==> config.mk <==
export PLATFORM = sky130hd
export DESIGN_NAME = chp_host_port
export DESIGN_NICKNAME = d
export VERILOG_FILES = /design/src/hdl/chp_pkg.sv /design/src/hdl/chp_host_port.sv
export VERILOG_INCLUDE_DIRS = /design/src /design/src/hdl
export SDC_FILE = /design/constraint.sdc
export NUM_CORES = 1
export LEC_CHECK = 0
export ABC_AREA = 1
export BUFFER_PORTS_ARGS = -buffer_cell sky130_fd_sc_hd__buf_2
export CORE_UTILIZATION = 60
export DETAILED_ROUTE_END_ITERATION = 8
export PLACE_DENSITY = 0.85
export RECOVER_POWER = 25
export SLEW_MARGIN = 10
export SYNTH_ARGS = -nofsm -noshare
export SYNTH_HDL_FRONTEND = slang
export SYNTH_SLANG_ARGS = --single-unit
==> constraint.sdc <==
create_clock -name sys_clk -period 3.7 [get_ports sys_clk]
set_input_delay 0.37 -clock sys_clk [delete_from_list [all_inputs] [get_ports sys_clk]]
set_output_delay 0.37 -clock sys_clk [all_outputs]
set_load 0.03 [all_outputs]
==> src/hdl/chp_consts.svh <==
// Constants of the display controller host command port
// Contract
// - Address strobe fall captures bus and select
// - Low three bits index; bit three requests execution
// - Selected when nibble is 2, select low
// - Unselected: bus floats, registers untouched
// - Index 0 command/status; 1-7 argument registers
// - Command: four type bits, four parameters
// - Direction 1 loads data registers
// - Auto-increment bit; pointer select bit
// - Move source/destination: 01 main, 10 second
// - Move stop: 01 buffer end, 10 never
// - Busy set at launch, cleared at completion
// - Last-column flags when pointer column is 39
// - Alarm when last column and incrementing
// - Sync status bit reads 0 while masked
// - Bits 3,1,0 zero; 4-6 cleared per command
// - Launch at data strobe end if requested
// - Busy without request: only status reads work
// - Busy with request: abort and relaunch
// - Commands except masks stall at row borders
// - Indirect moves byte between register 1, resource
// - Arguments and command loadable in any order
// - Mask set forces sync bit to 0; reset follows sync
`ifndef CHP_CONSTS_SVH
`define CHP_CONSTS_SVH
`define CHP_SELF_NIBBLE 4'h2
`define CHP_IDX_CMD 3'h0
`define CHP_IDX_DATA1 3'h1
`define CHP_IDX_SEC_Y 3'h4
`define CHP_IDX_SEC_X 3'h5
`define CHP_IDX_MAIN_Y 3'h6
`define CHP_IDX_MAIN_X 3'h7
`define CHP_ST_BUSY 7
`define CHP_ST_ALARM 6
`define CHP_ST_MAIN_LC 5
`define CHP_ST_SEC_LC 4
`define CHP_ST_SYNC 2
`define CHP_LAST_COL 6'h27
`define CHP_CMD_NOP 8'h91
`define CHP_CMD_MASK_SET 8'h99
`define CHP_CMD_MASK_CLR 8'h95
`define CHP_CMD_INY 8'hb0
`define CHP_TYPE_IND 4'h8
`define CHP_TYPE_BYTE 4'h3
`define CHP_TYPE_LONG_SEC 4'h2
`define CHP_TYPE_SHORT_SEC 4'h7
`define CHP_MV_MAIN_TO_SEC 2'h1
`define CHP_MV_SEC_TO_MAIN 2'h2
`define CHP_MV_STOP_END 2'h1
`define CHP_MV_NO_STOP 2'h2
`define CHP_CLK_NS 25
`define CHP_UNIT_NS 1000
`define CHP_UNIT_CYC ((`CHP_UNIT_NS + `CHP_CLK_NS - 1) / `CHP_CLK_NS)
`define CHP_U_SHORT 1
`define CHP_U_IND 2
`define CHP_U_ACCESS 4
`define CHP_U_WORD 4
`endif

==> src/hdl/chp_pkg.sv <==
// Types shared by the host command port
`default_nettype none
package chp_pkg;
   // Contents of the temporary address register
   typedef struct packed {
      logic latched_select_n;
      logic [3:0] nibble;
      logic exec_request_bit;
      logic [2:0] idx;
   } chp_addr_type;
   // Command engine states
   typedef enum logic [1:0] {
      CHP_IDLE = 2'b00,
      CHP_START = 2'b01,
      CHP_RUN = 2'b10
   } chp_state_type;
   // Memory write request toward the display memory
   typedef struct packed {
      logic we;
      logic [15:0] addr;
      logic [7:0] wdata;
   } chp_mem_type;
endpackage
`default_nettype wire

==> src/hdl/chp_host_port.sv <==
// Host command port of the display controller: bus decode, registers, command engine
`default_nettype none
`include "chp_consts.svh"
module chp_host_port
   import chp_pkg::*;
(
   input wire logic sys_clk,
   input wire logic sys_rst,
   input wire logic [7:0] ad_in,
   output logic [7:0] ad_out,
   output logic ad_oe,
   input wire logic addr_latch_strobe,
   input wire logic data_strobe_in,
   input wire logic host_read,
   input wire logic chip_sel_n,
   input wire logic vsync_state,
   input wire logic row_border,
   input wire logic [7:0] mem_rdata,
   output logic mem_we,
   output logic [15:0] mem_addr,
   output logic [7:0] mem_wdata
);
   // ****************************************************
   // Bus phase tracking
   // ****************************************************
   logic as_q_r;
   logic ds_q_r;
   chp_addr_type adr_r;
   wire as_fall = as_q_r && !addr_latch_strobe;
   wire ds_trail = ds_q_r && !data_strobe_in;
   // Strobe history for edge detection
   always_ff @(posedge sys_clk)
   begin
      if (sys_rst)
      begin
         as_q_r <= 1'b0;
         ds_q_r <= 1'b0;
      end
      else
      begin
         as_q_r <= addr_latch_strobe;
         ds_q_r <= data_strobe_in;
      end
   end
   // Address and select held for the whole data phase
   always_ff @(posedge sys_clk)
   begin
      if (sys_rst)
         adr_r <= '0;
      else if (as_fall)
         adr_r <= {chip_sel_n, ad_in};
   end
   wire sel = (adr_r.nibble == `CHP_SELF_NIBBLE) && !adr_r.latched_select_n;
   wire exec_request_bit = adr_r.exec_request_bit;
   wire idx_cmd = (adr_r.idx == `CHP_IDX_CMD);

   // ****************************************************
   // Register file and engine state
   // ****************************************************
   chp_state_type st_r;
   logic [7:0] cmd_r;
   logic [7:0] arg_r [1:7];
   logic [7:0] res_r [0:7];
   logic [15:0] cnt_r;
   logic mask_r;
   logic alarm_r;
   logic main_lc_r;
   logic sec_lc_r;
   chp_mem_type mem_r;
   wire busy = (st_r != CHP_IDLE);
   // Launch regardless of index; busy access limits come from the decode below
   wire launch = ds_trail && sel && exec_request_bit;
   // Writes: command any time except busy without request; args only when idle
   wire wr_ok = ds_trail && sel && !host_read;
   wire cmd_wr = wr_ok && idx_cmd && (!busy || exec_request_bit);
   wire arg_wr = wr_ok && !idx_cmd && !busy;

   // ****************************************************
   // Command decode
   // ****************************************************
   wire [3:0] ctype = cmd_r[7:4];
   wire [3:0] cpar = cmd_r[3:0];
   wire is_mask = (cmd_r == `CHP_CMD_MASK_SET) || (cmd_r == `CHP_CMD_MASK_CLR);
   wire is_ind = (ctype == `CHP_TYPE_IND);
   wire is_iny = (cmd_r == `CHP_CMD_INY);
   wire is_move = (ctype[3:2] == 2'b11) && (ctype[1:0] != 2'b00);
   wire is_acc = !ctype[3] && (ctype != 4'h1);
   wire dir_in = cpar[3];
   wire inc_en = cpar[0];
   // Second pointer: its own long/short types, or the byte type with select set
   wire sec_sel = (ctype == `CHP_TYPE_LONG_SEC) || (ctype == `CHP_TYPE_SHORT_SEC)
      || ((ctype == `CHP_TYPE_BYTE) && cpar[2]);
   wire [1:0] mv_dir = cpar[3:2];
   wire [1:0] mv_stop = cpar[1:0];
   wire mv_valid = (mv_dir == `CHP_MV_MAIN_TO_SEC) || (mv_dir == `CHP_MV_SEC_TO_MAIN);
   wire [5:0] mx = arg_r[`CHP_IDX_MAIN_X][5:0];
   wire [5:0] sx = arg_r[`CHP_IDX_SEC_X][5:0];
   wire mx_last = (mx == `CHP_LAST_COL);
   wire sx_last = (sx == `CHP_LAST_COL);
   wire [5:0] mx_inc = mx_last ? 6'h00 : mx + 6'h01;
   wire [5:0] sx_inc = sx_last ? 6'h00 : sx + 6'h01;
   wire [7:0] my_inc = arg_r[`CHP_IDX_MAIN_Y] + 8'h01;
   // Byte type on the main pointer carries column overflow into the row
   wire byte_wrap = (ctype == `CHP_TYPE_BYTE) && !sec_sel && mx_last;
   wire [15:0] ptr_addr = sec_sel
      ? {arg_r[`CHP_IDX_SEC_Y], arg_r[`CHP_IDX_SEC_X]}
      : {arg_r[`CHP_IDX_MAIN_Y], arg_r[`CHP_IDX_MAIN_X]};
   wire [15:0] unit_cyc = 16'(`CHP_UNIT_CYC);
   wire [15:0] load_cnt = is_mask || (cmd_r == `CHP_CMD_NOP) ? 16'(`CHP_U_SHORT) * unit_cyc
      : is_ind || is_iny ? 16'(`CHP_U_IND) * unit_cyc
      : is_move ? 16'(`CHP_U_WORD) * unit_cyc
      : 16'(`CHP_U_ACCESS) * unit_cyc;
   // Row border stalls all but the mask commands
   wire stall = row_border && !is_mask;
   wire step = (st_r == CHP_RUN) && !stall && (cnt_r == 16'h0001);
   // A move keeps stepping until its stop condition, or never for no-stop
   wire mv_end = (mv_stop == `CHP_MV_STOP_END) && (mx_last || sx_last);
   wire mv_more = is_move && mv_valid && !mv_end
      && ((mv_stop == `CHP_MV_STOP_END) || (mv_stop == `CHP_MV_NO_STOP));

   // ****************************************************
   // Status and read path
   // ****************************************************
   logic [7:0] status_w;
   always_comb
   begin
      status_w = 8'h00;
      status_w[`CHP_ST_BUSY] = busy;
      status_w[`CHP_ST_ALARM] = alarm_r;
      status_w[`CHP_ST_MAIN_LC] = main_lc_r;
      status_w[`CHP_ST_SEC_LC] = sec_lc_r;
      status_w[`CHP_ST_SYNC] = vsync_state && !mask_r;
   end
   // Busy makes argument reads meaningless; they return zero
   wire [7:0] rd_data = idx_cmd ? status_w
      : busy ? 8'h00 : arg_r[adr_r.idx];
   wire rd_drive = data_strobe_in && sel && host_read;

   // Bus drivers, floating whenever unselected
   always_ff @(posedge sys_clk)
   begin
      if (sys_rst)
      begin
         ad_oe <= 1'b0;
         ad_out <= 8'h00;
      end
      else
      begin
         ad_oe <= rd_drive;
         ad_out <= rd_data;
      end
   end

   // ****************************************************
   // Command register
   // ****************************************************
   always_ff @(posedge sys_clk)
   begin
      if (sys_rst)
         cmd_r <= 8'h00;
      else if (cmd_wr)
         cmd_r <= ad_in;
   end

   // ****************************************************
   // Engine sequencing
   // ****************************************************
   always_ff @(posedge sys_clk)
   begin
      if (sys_rst)
      begin
         st_r <= CHP_IDLE;
         cnt_r <= 16'h0000;
      end
      else if (launch)
         st_r <= CHP_START;
      else
      begin
         case (st_r)
            CHP_START:
            begin
               st_r <= CHP_RUN;
               cnt_r <= load_cnt;
            end
            CHP_RUN:
            begin
               if (step && mv_more)
                  cnt_r <= load_cnt;
               else if (step)
                  st_r <= CHP_IDLE;
               else if (!stall)
                  cnt_r <= cnt_r - 16'h0001;
            end
            default:
               st_r <= CHP_IDLE;
         endcase
      end
   end

   // Status flags: cleared and evaluated at command start
   always_ff @(posedge sys_clk)
   begin
      if (sys_rst)
      begin
         alarm_r <= 1'b0;
         main_lc_r <= 1'b0;
         sec_lc_r <= 1'b0;
      end
      else if (st_r == CHP_START)
      begin
         main_lc_r <= is_acc && !sec_sel && mx_last;
         sec_lc_r <= is_acc && sec_sel && sx_last;
         alarm_r <= is_acc && inc_en && (sec_sel ? sx_last : mx_last);
      end
   end

   // Sync mask, changed only by the two mask commands
   always_ff @(posedge sys_clk)
   begin
      if (sys_rst)
         mask_r <= 1'b0;
      else if (step && is_mask)
         mask_r <= (cmd_r == `CHP_CMD_MASK_SET);
   end

   // ****************************************************
   // Argument and resource registers
   // ****************************************************
   // Host writes only while idle, engine only while busy, so one never hides the other
   always_ff @(posedge sys_clk)
   begin
      if (sys_rst)
      begin
         for (int i = 1; i < 8; i++)
            arg_r[i] <= 8'h00;
      end
      else if (arg_wr)
         arg_r[adr_r.idx] <= ad_in;
      else if (step)
      begin
         if (is_ind && dir_in)
            arg_r[`CHP_IDX_DATA1] <= res_r[cpar[2:0]];
         if (is_acc && dir_in)
            arg_r[`CHP_IDX_DATA1] <= mem_rdata;
         if (is_iny || ((is_acc || mv_more) && inc_en && byte_wrap)
            || (is_move && mv_stop == `CHP_MV_NO_STOP && mx_last))
            arg_r[`CHP_IDX_MAIN_Y] <= my_inc;
         if ((is_acc && inc_en && !sec_sel) || mv_more)
            arg_r[`CHP_IDX_MAIN_X] <= {2'b00, mx_inc};
         if ((is_acc && inc_en && sec_sel) || mv_more)
            arg_r[`CHP_IDX_SEC_X] <= {2'b00, sx_inc};
      end
   end

   // On-chip indirect resources
   always_ff @(posedge sys_clk)
   begin
      if (sys_rst)
      begin
         for (int i = 0; i < 8; i++)
            res_r[i] <= 8'h00;
      end
      else if (step && is_ind && !dir_in)
         res_r[cpar[2:0]] <= arg_r[`CHP_IDX_DATA1];
   end

   // ****************************************************
   // Display memory write request
   // ****************************************************
   always_ff @(posedge sys_clk)
   begin
      if (sys_rst)
         mem_r <= '0;
      else
      begin
         mem_r.we <= step && is_acc && !dir_in;
         if (step && is_acc)
         begin
            mem_r.addr <= ptr_addr;
            mem_r.wdata <= arg_r[`CHP_IDX_DATA1];
         end
      end
   end
   assign mem_we = mem_r.we;
   assign mem_addr = mem_r.addr;
   assign mem_wdata = mem_r.wdata;
endmodule
`default_nettype wire

==> impl_results.md <==
* Outcome: complete, but fails checks
* Failing checks: max-capacitance violations, max-slew violations
* Yosys warning count at 0
* Fraction of layout cells with a size suffix above 1 at 5.67%
* Asr flop ratio synth at 0%
* CP Launch Type: flop
* Main synth FF type: edfxtp_1
* Sw frac at 22.0%
* CP max FO at 36
* Inserted Clock Buffers at 22
* VDD IR-drop max at 348 µV
* Clock Root Buffer: clkbuf_16
* Crit-path slowest cell: clkbuf_1
* R2R cell count at 8
* Initial DRC Count at 1147
* Syn avg cell area at 8.16 µm²
* HPWL after DPL at 18.5 mm
* Minimum clock period at 3180 ps
* Hold path depth at 3
* P_leak at 4.64 nW
* Clk_lat worst skew at 510 ps
* Cts hold-fix bufs at 0
* GP Congestion at 0.930
* Critical path required time at 3870 ps
* Netlist cell types at 39
* Chip width at 133 µm
* CP arrival at 3350 ps
* Worst R2R Start: cmd_r[2]
* Flop pwr share at 49.8%
* Design Area, Final at 0.0114 mm²
* PwrDens at 454 mW/mm²
* Number of setup buffers added after CTS at 0
* Clock transition at path regs at 60 ps
* HP Class: in2reg
* Top cells by area, synth: edfxtp_1, dfxtp_1, nor2_1
* CORE AREA at 0.0166 mm²
* Largest net degree at the start of global routing at 60
* Crit-path most repeated cell: nand3_1
* GRT Total Usage at 30.4%
* Die Y at 133 µm
* Seq/Total Area, Yosys at 53.4%
* Clock sinks at 209
* Buf/Inv on CP at 2
* Hold endpoint: ds_q_r
* Psw at 1.14 mW
* Slew @ Worst Pin at 1590 ps
* Gate Count Post-Synth at 1254
* Flop-to-flop setup slack at 520 ps
* Drt pass-1 iters at 6
* Hold wc startpoint: data_strobe_in
* TNS Setup at 0 ps
* DP Area at 0.0107 mm²
* Fmax at 314 MHz
* #FFs+latches synth at 209
* Gate power share at 4.8%
* Fin. Hold Viols at 0
* CTS resizes at 0
* Crit-path max cell delay at 1020 ps
* Initial antenna violation count at 0
* Vias/cell at 5.82
* Antenna cells at 0
* Final Cycle Share at 86.0%
* Post-synth EDFFs at 128
* Total Nets Final at 1345
* IO buf count at 57
* Post-Syn Area at 0.0102 mm²
* Routed Antenna Nets at 0
* Final setup vio count at 0
* Clock Skew at 18.4 ps
* Yosys top cell area share at 37.6%
* Number of global-route vias before repair at 8093
* Count leader, synth: nor2_1
* Design Power at 5.17 mW
* CTS tree: yes
* Int Power at 4.03 mW
* IO Pins at 58
* Residual DRC count at 0
* Die Area at 0.0176 mm²
* Slew Viols, Final at 29
* Power share of the clock group at 45.4%
* Critical path depth at 8
* Crit Path Class: reg2reg
* RR Endpoint: arg_r[6][7]
* Synth area leader: edfxtp_1
* Starting Density at 61.5%
* Grt total ovfl at 0
* Max Root-Sink Buffers at 3
* Via count at 8979
* Worst rel slew slack at -6.02%
* CP delay by family, top: buffers and inverters
* H-tree Lvls at 1
* Number of max-cap violations at 1
* Area grow syn2layout at 11.5%
* # rows at 47
* WL/cell at 17.2 µm
* Top post-synthesis cells by count: nor2_1, nand2_1, o21ai_0, inv_1, edfxtp_1
* Crit path cell chain: inv_1 > nand3_1 > nand3_1 > clkbuf_1 > nand2_1 > o21ai_0 > nand2_1 > nand3_1
* RSZ-0062 raised after global routing: false
* First-pass GRT wire length at 42.0 mm
* CP Capture Type: flop
* Drt total wl at 26.6 mm
## registers in the layout, summed over array words and instances (netlist names), named ones only
signal,count
arg_r,64
res_r,64
cnt_r,16
mem_addr,16
ad_out,8
adr_r,8
cmd_r,8
mem_wdata,8
st_r,2
ad_oe,1
alarm_r,1
as_q_r,1
ds_q_r,1
exec_request_bit,1
main_lc_r,1
mask_r,1
mem_we,1
sec_lc_r,1
## cell families after synthesis
| logic type | Yosys count | share of synthesized area (%) |
|---|---|---|
| DFF | 209 | 53.4 |
| AOI/OAI and AO/OA | 265 | 13.8 |
| and+or+nand+nor | 562 | 23.1 |
| buffers and inverters | 196 | 7.30 |
| other | 1 | 0.0367 |
| adders and majority gates | 14 | 1.71 |
| xor gates and xnor gates | 7 | 0.599 |
## worst max path at each step
stage	slack [ps]	start	endpoint
final	520	cmd_r[2]	arg_r[6][7]
after global routing	270	cmd_r[2]	arg_r[6][7]
after CTS	770	cmd_r[0]	res_r[7][2]
after detailed placement	780	cmd_r[0]	res_r[4][7]
after global placement	870	cmd_r[0]	res_r[7][4]
after floorplan	1200	cmd_r[0]	arg_r[7][0]
## worst register-to-register path, cell delays in order (launching register included)
cell	delay, ps
dfxtp_1	360
inv_1	140
nand3_1	90
nand3_1	70
clkbuf_1	1020
nand2_1	310
o21ai_0	340
nand2_1	180
nand3_1	340
## layer usage
| layer | part of all wire [%] | vias to the layer above | global-route usage, % |
|---|---|---|---|
| met3 | 11 | 73 | 6.40 |
| met2 | 46 | 548 | 48.0 |
| met4 | 2.8 | 0 | 9.39 |
| met1 | 41 | 4100 | 42.3 |
| met5 | 0 | - | 0 |
| li1 | - | 4258 | - |
## per-stage QoR
stage / hold WS, ps / setup slack [ps] / util, % / std cells
floorplan: 430 / 1200 / - / 1261
global placement: 431 / 867 / 64.3 / 1503
detailed placement: 434 / 780 / 64.3 / 1503
CTS: 88.0 / 770 / 68.9 / 1543
global route: 108 / 274 / 68.5 / 1543
finish: 99.7 / 517 / 68.5 / 1543
## area by class of cell
type / count / area, µm²
tap: 220 / 275
timing repair buffer: 65 / 285
multi-input combinational: 856 / 4030
inverter: 153 / 574
sequential: 209 / 5470
fill: 1301 / 5240
clock buffer: 24 / 558
clock inverter: 16 / 214
## power by group through the flow
stage               sequential [mW]  combinational, mW  clock [mW]
detailed placement             2.62              0.245           0
global placement               2.62              0.241           0
CTS                            2.57              0.248        2.35
finish                         2.58              0.250        2.35
global route                   2.58              0.273        2.44
floorplan                      2.61              0.153           0
## layout by cell type, fill, tap and decap left out, drive strengths merged
| master | netlist | routed |
|---|---|---|
| nor2 | 242 | 242 |
| nand2 | 216 | 216 |
| o21ai | 151 | 151 |
| inv | 139 | 139 |
| edfxtp | 128 | 128 |
| dfxtp | 81 | 81 |
| nand3 | 78 | 78 |
| a21oi | 72 | 72 |
| clkbuf | 36 | 68 |
| clkinv | 14 | 24 |
| buf | 7 | 21 |
| o22ai | 17 | 17 |
| ha | 14 | 14 |
| nand4 | 9 | 9 |
| nor3 | 9 | 9 |
| a211oi | 8 | 8 |
| conb | 1 | 8 |
| o211ai | 7 | 7 |
| xor2 | 5 | 5 |
| bufinv | 0 | 5 |
| nand3b | 4 | 4 |
| or2 | 3 | 3 |
| xnor2 | 2 | 2 |
| o21bai | 2 | 2 |
| a31oi | 2 | 2 |
| o21a | 1 | 1 |
| o221ai | 1 | 1 |
| nor4 | 1 | 1 |
| o211a | 1 | 1 |
| o31ai | 1 | 1 |
| a311oi | 1 | 1 |
| a21boi | 1 | 1 |
| clkinvlp | 0 | 1 |
(Power assumes the default switching activity.)
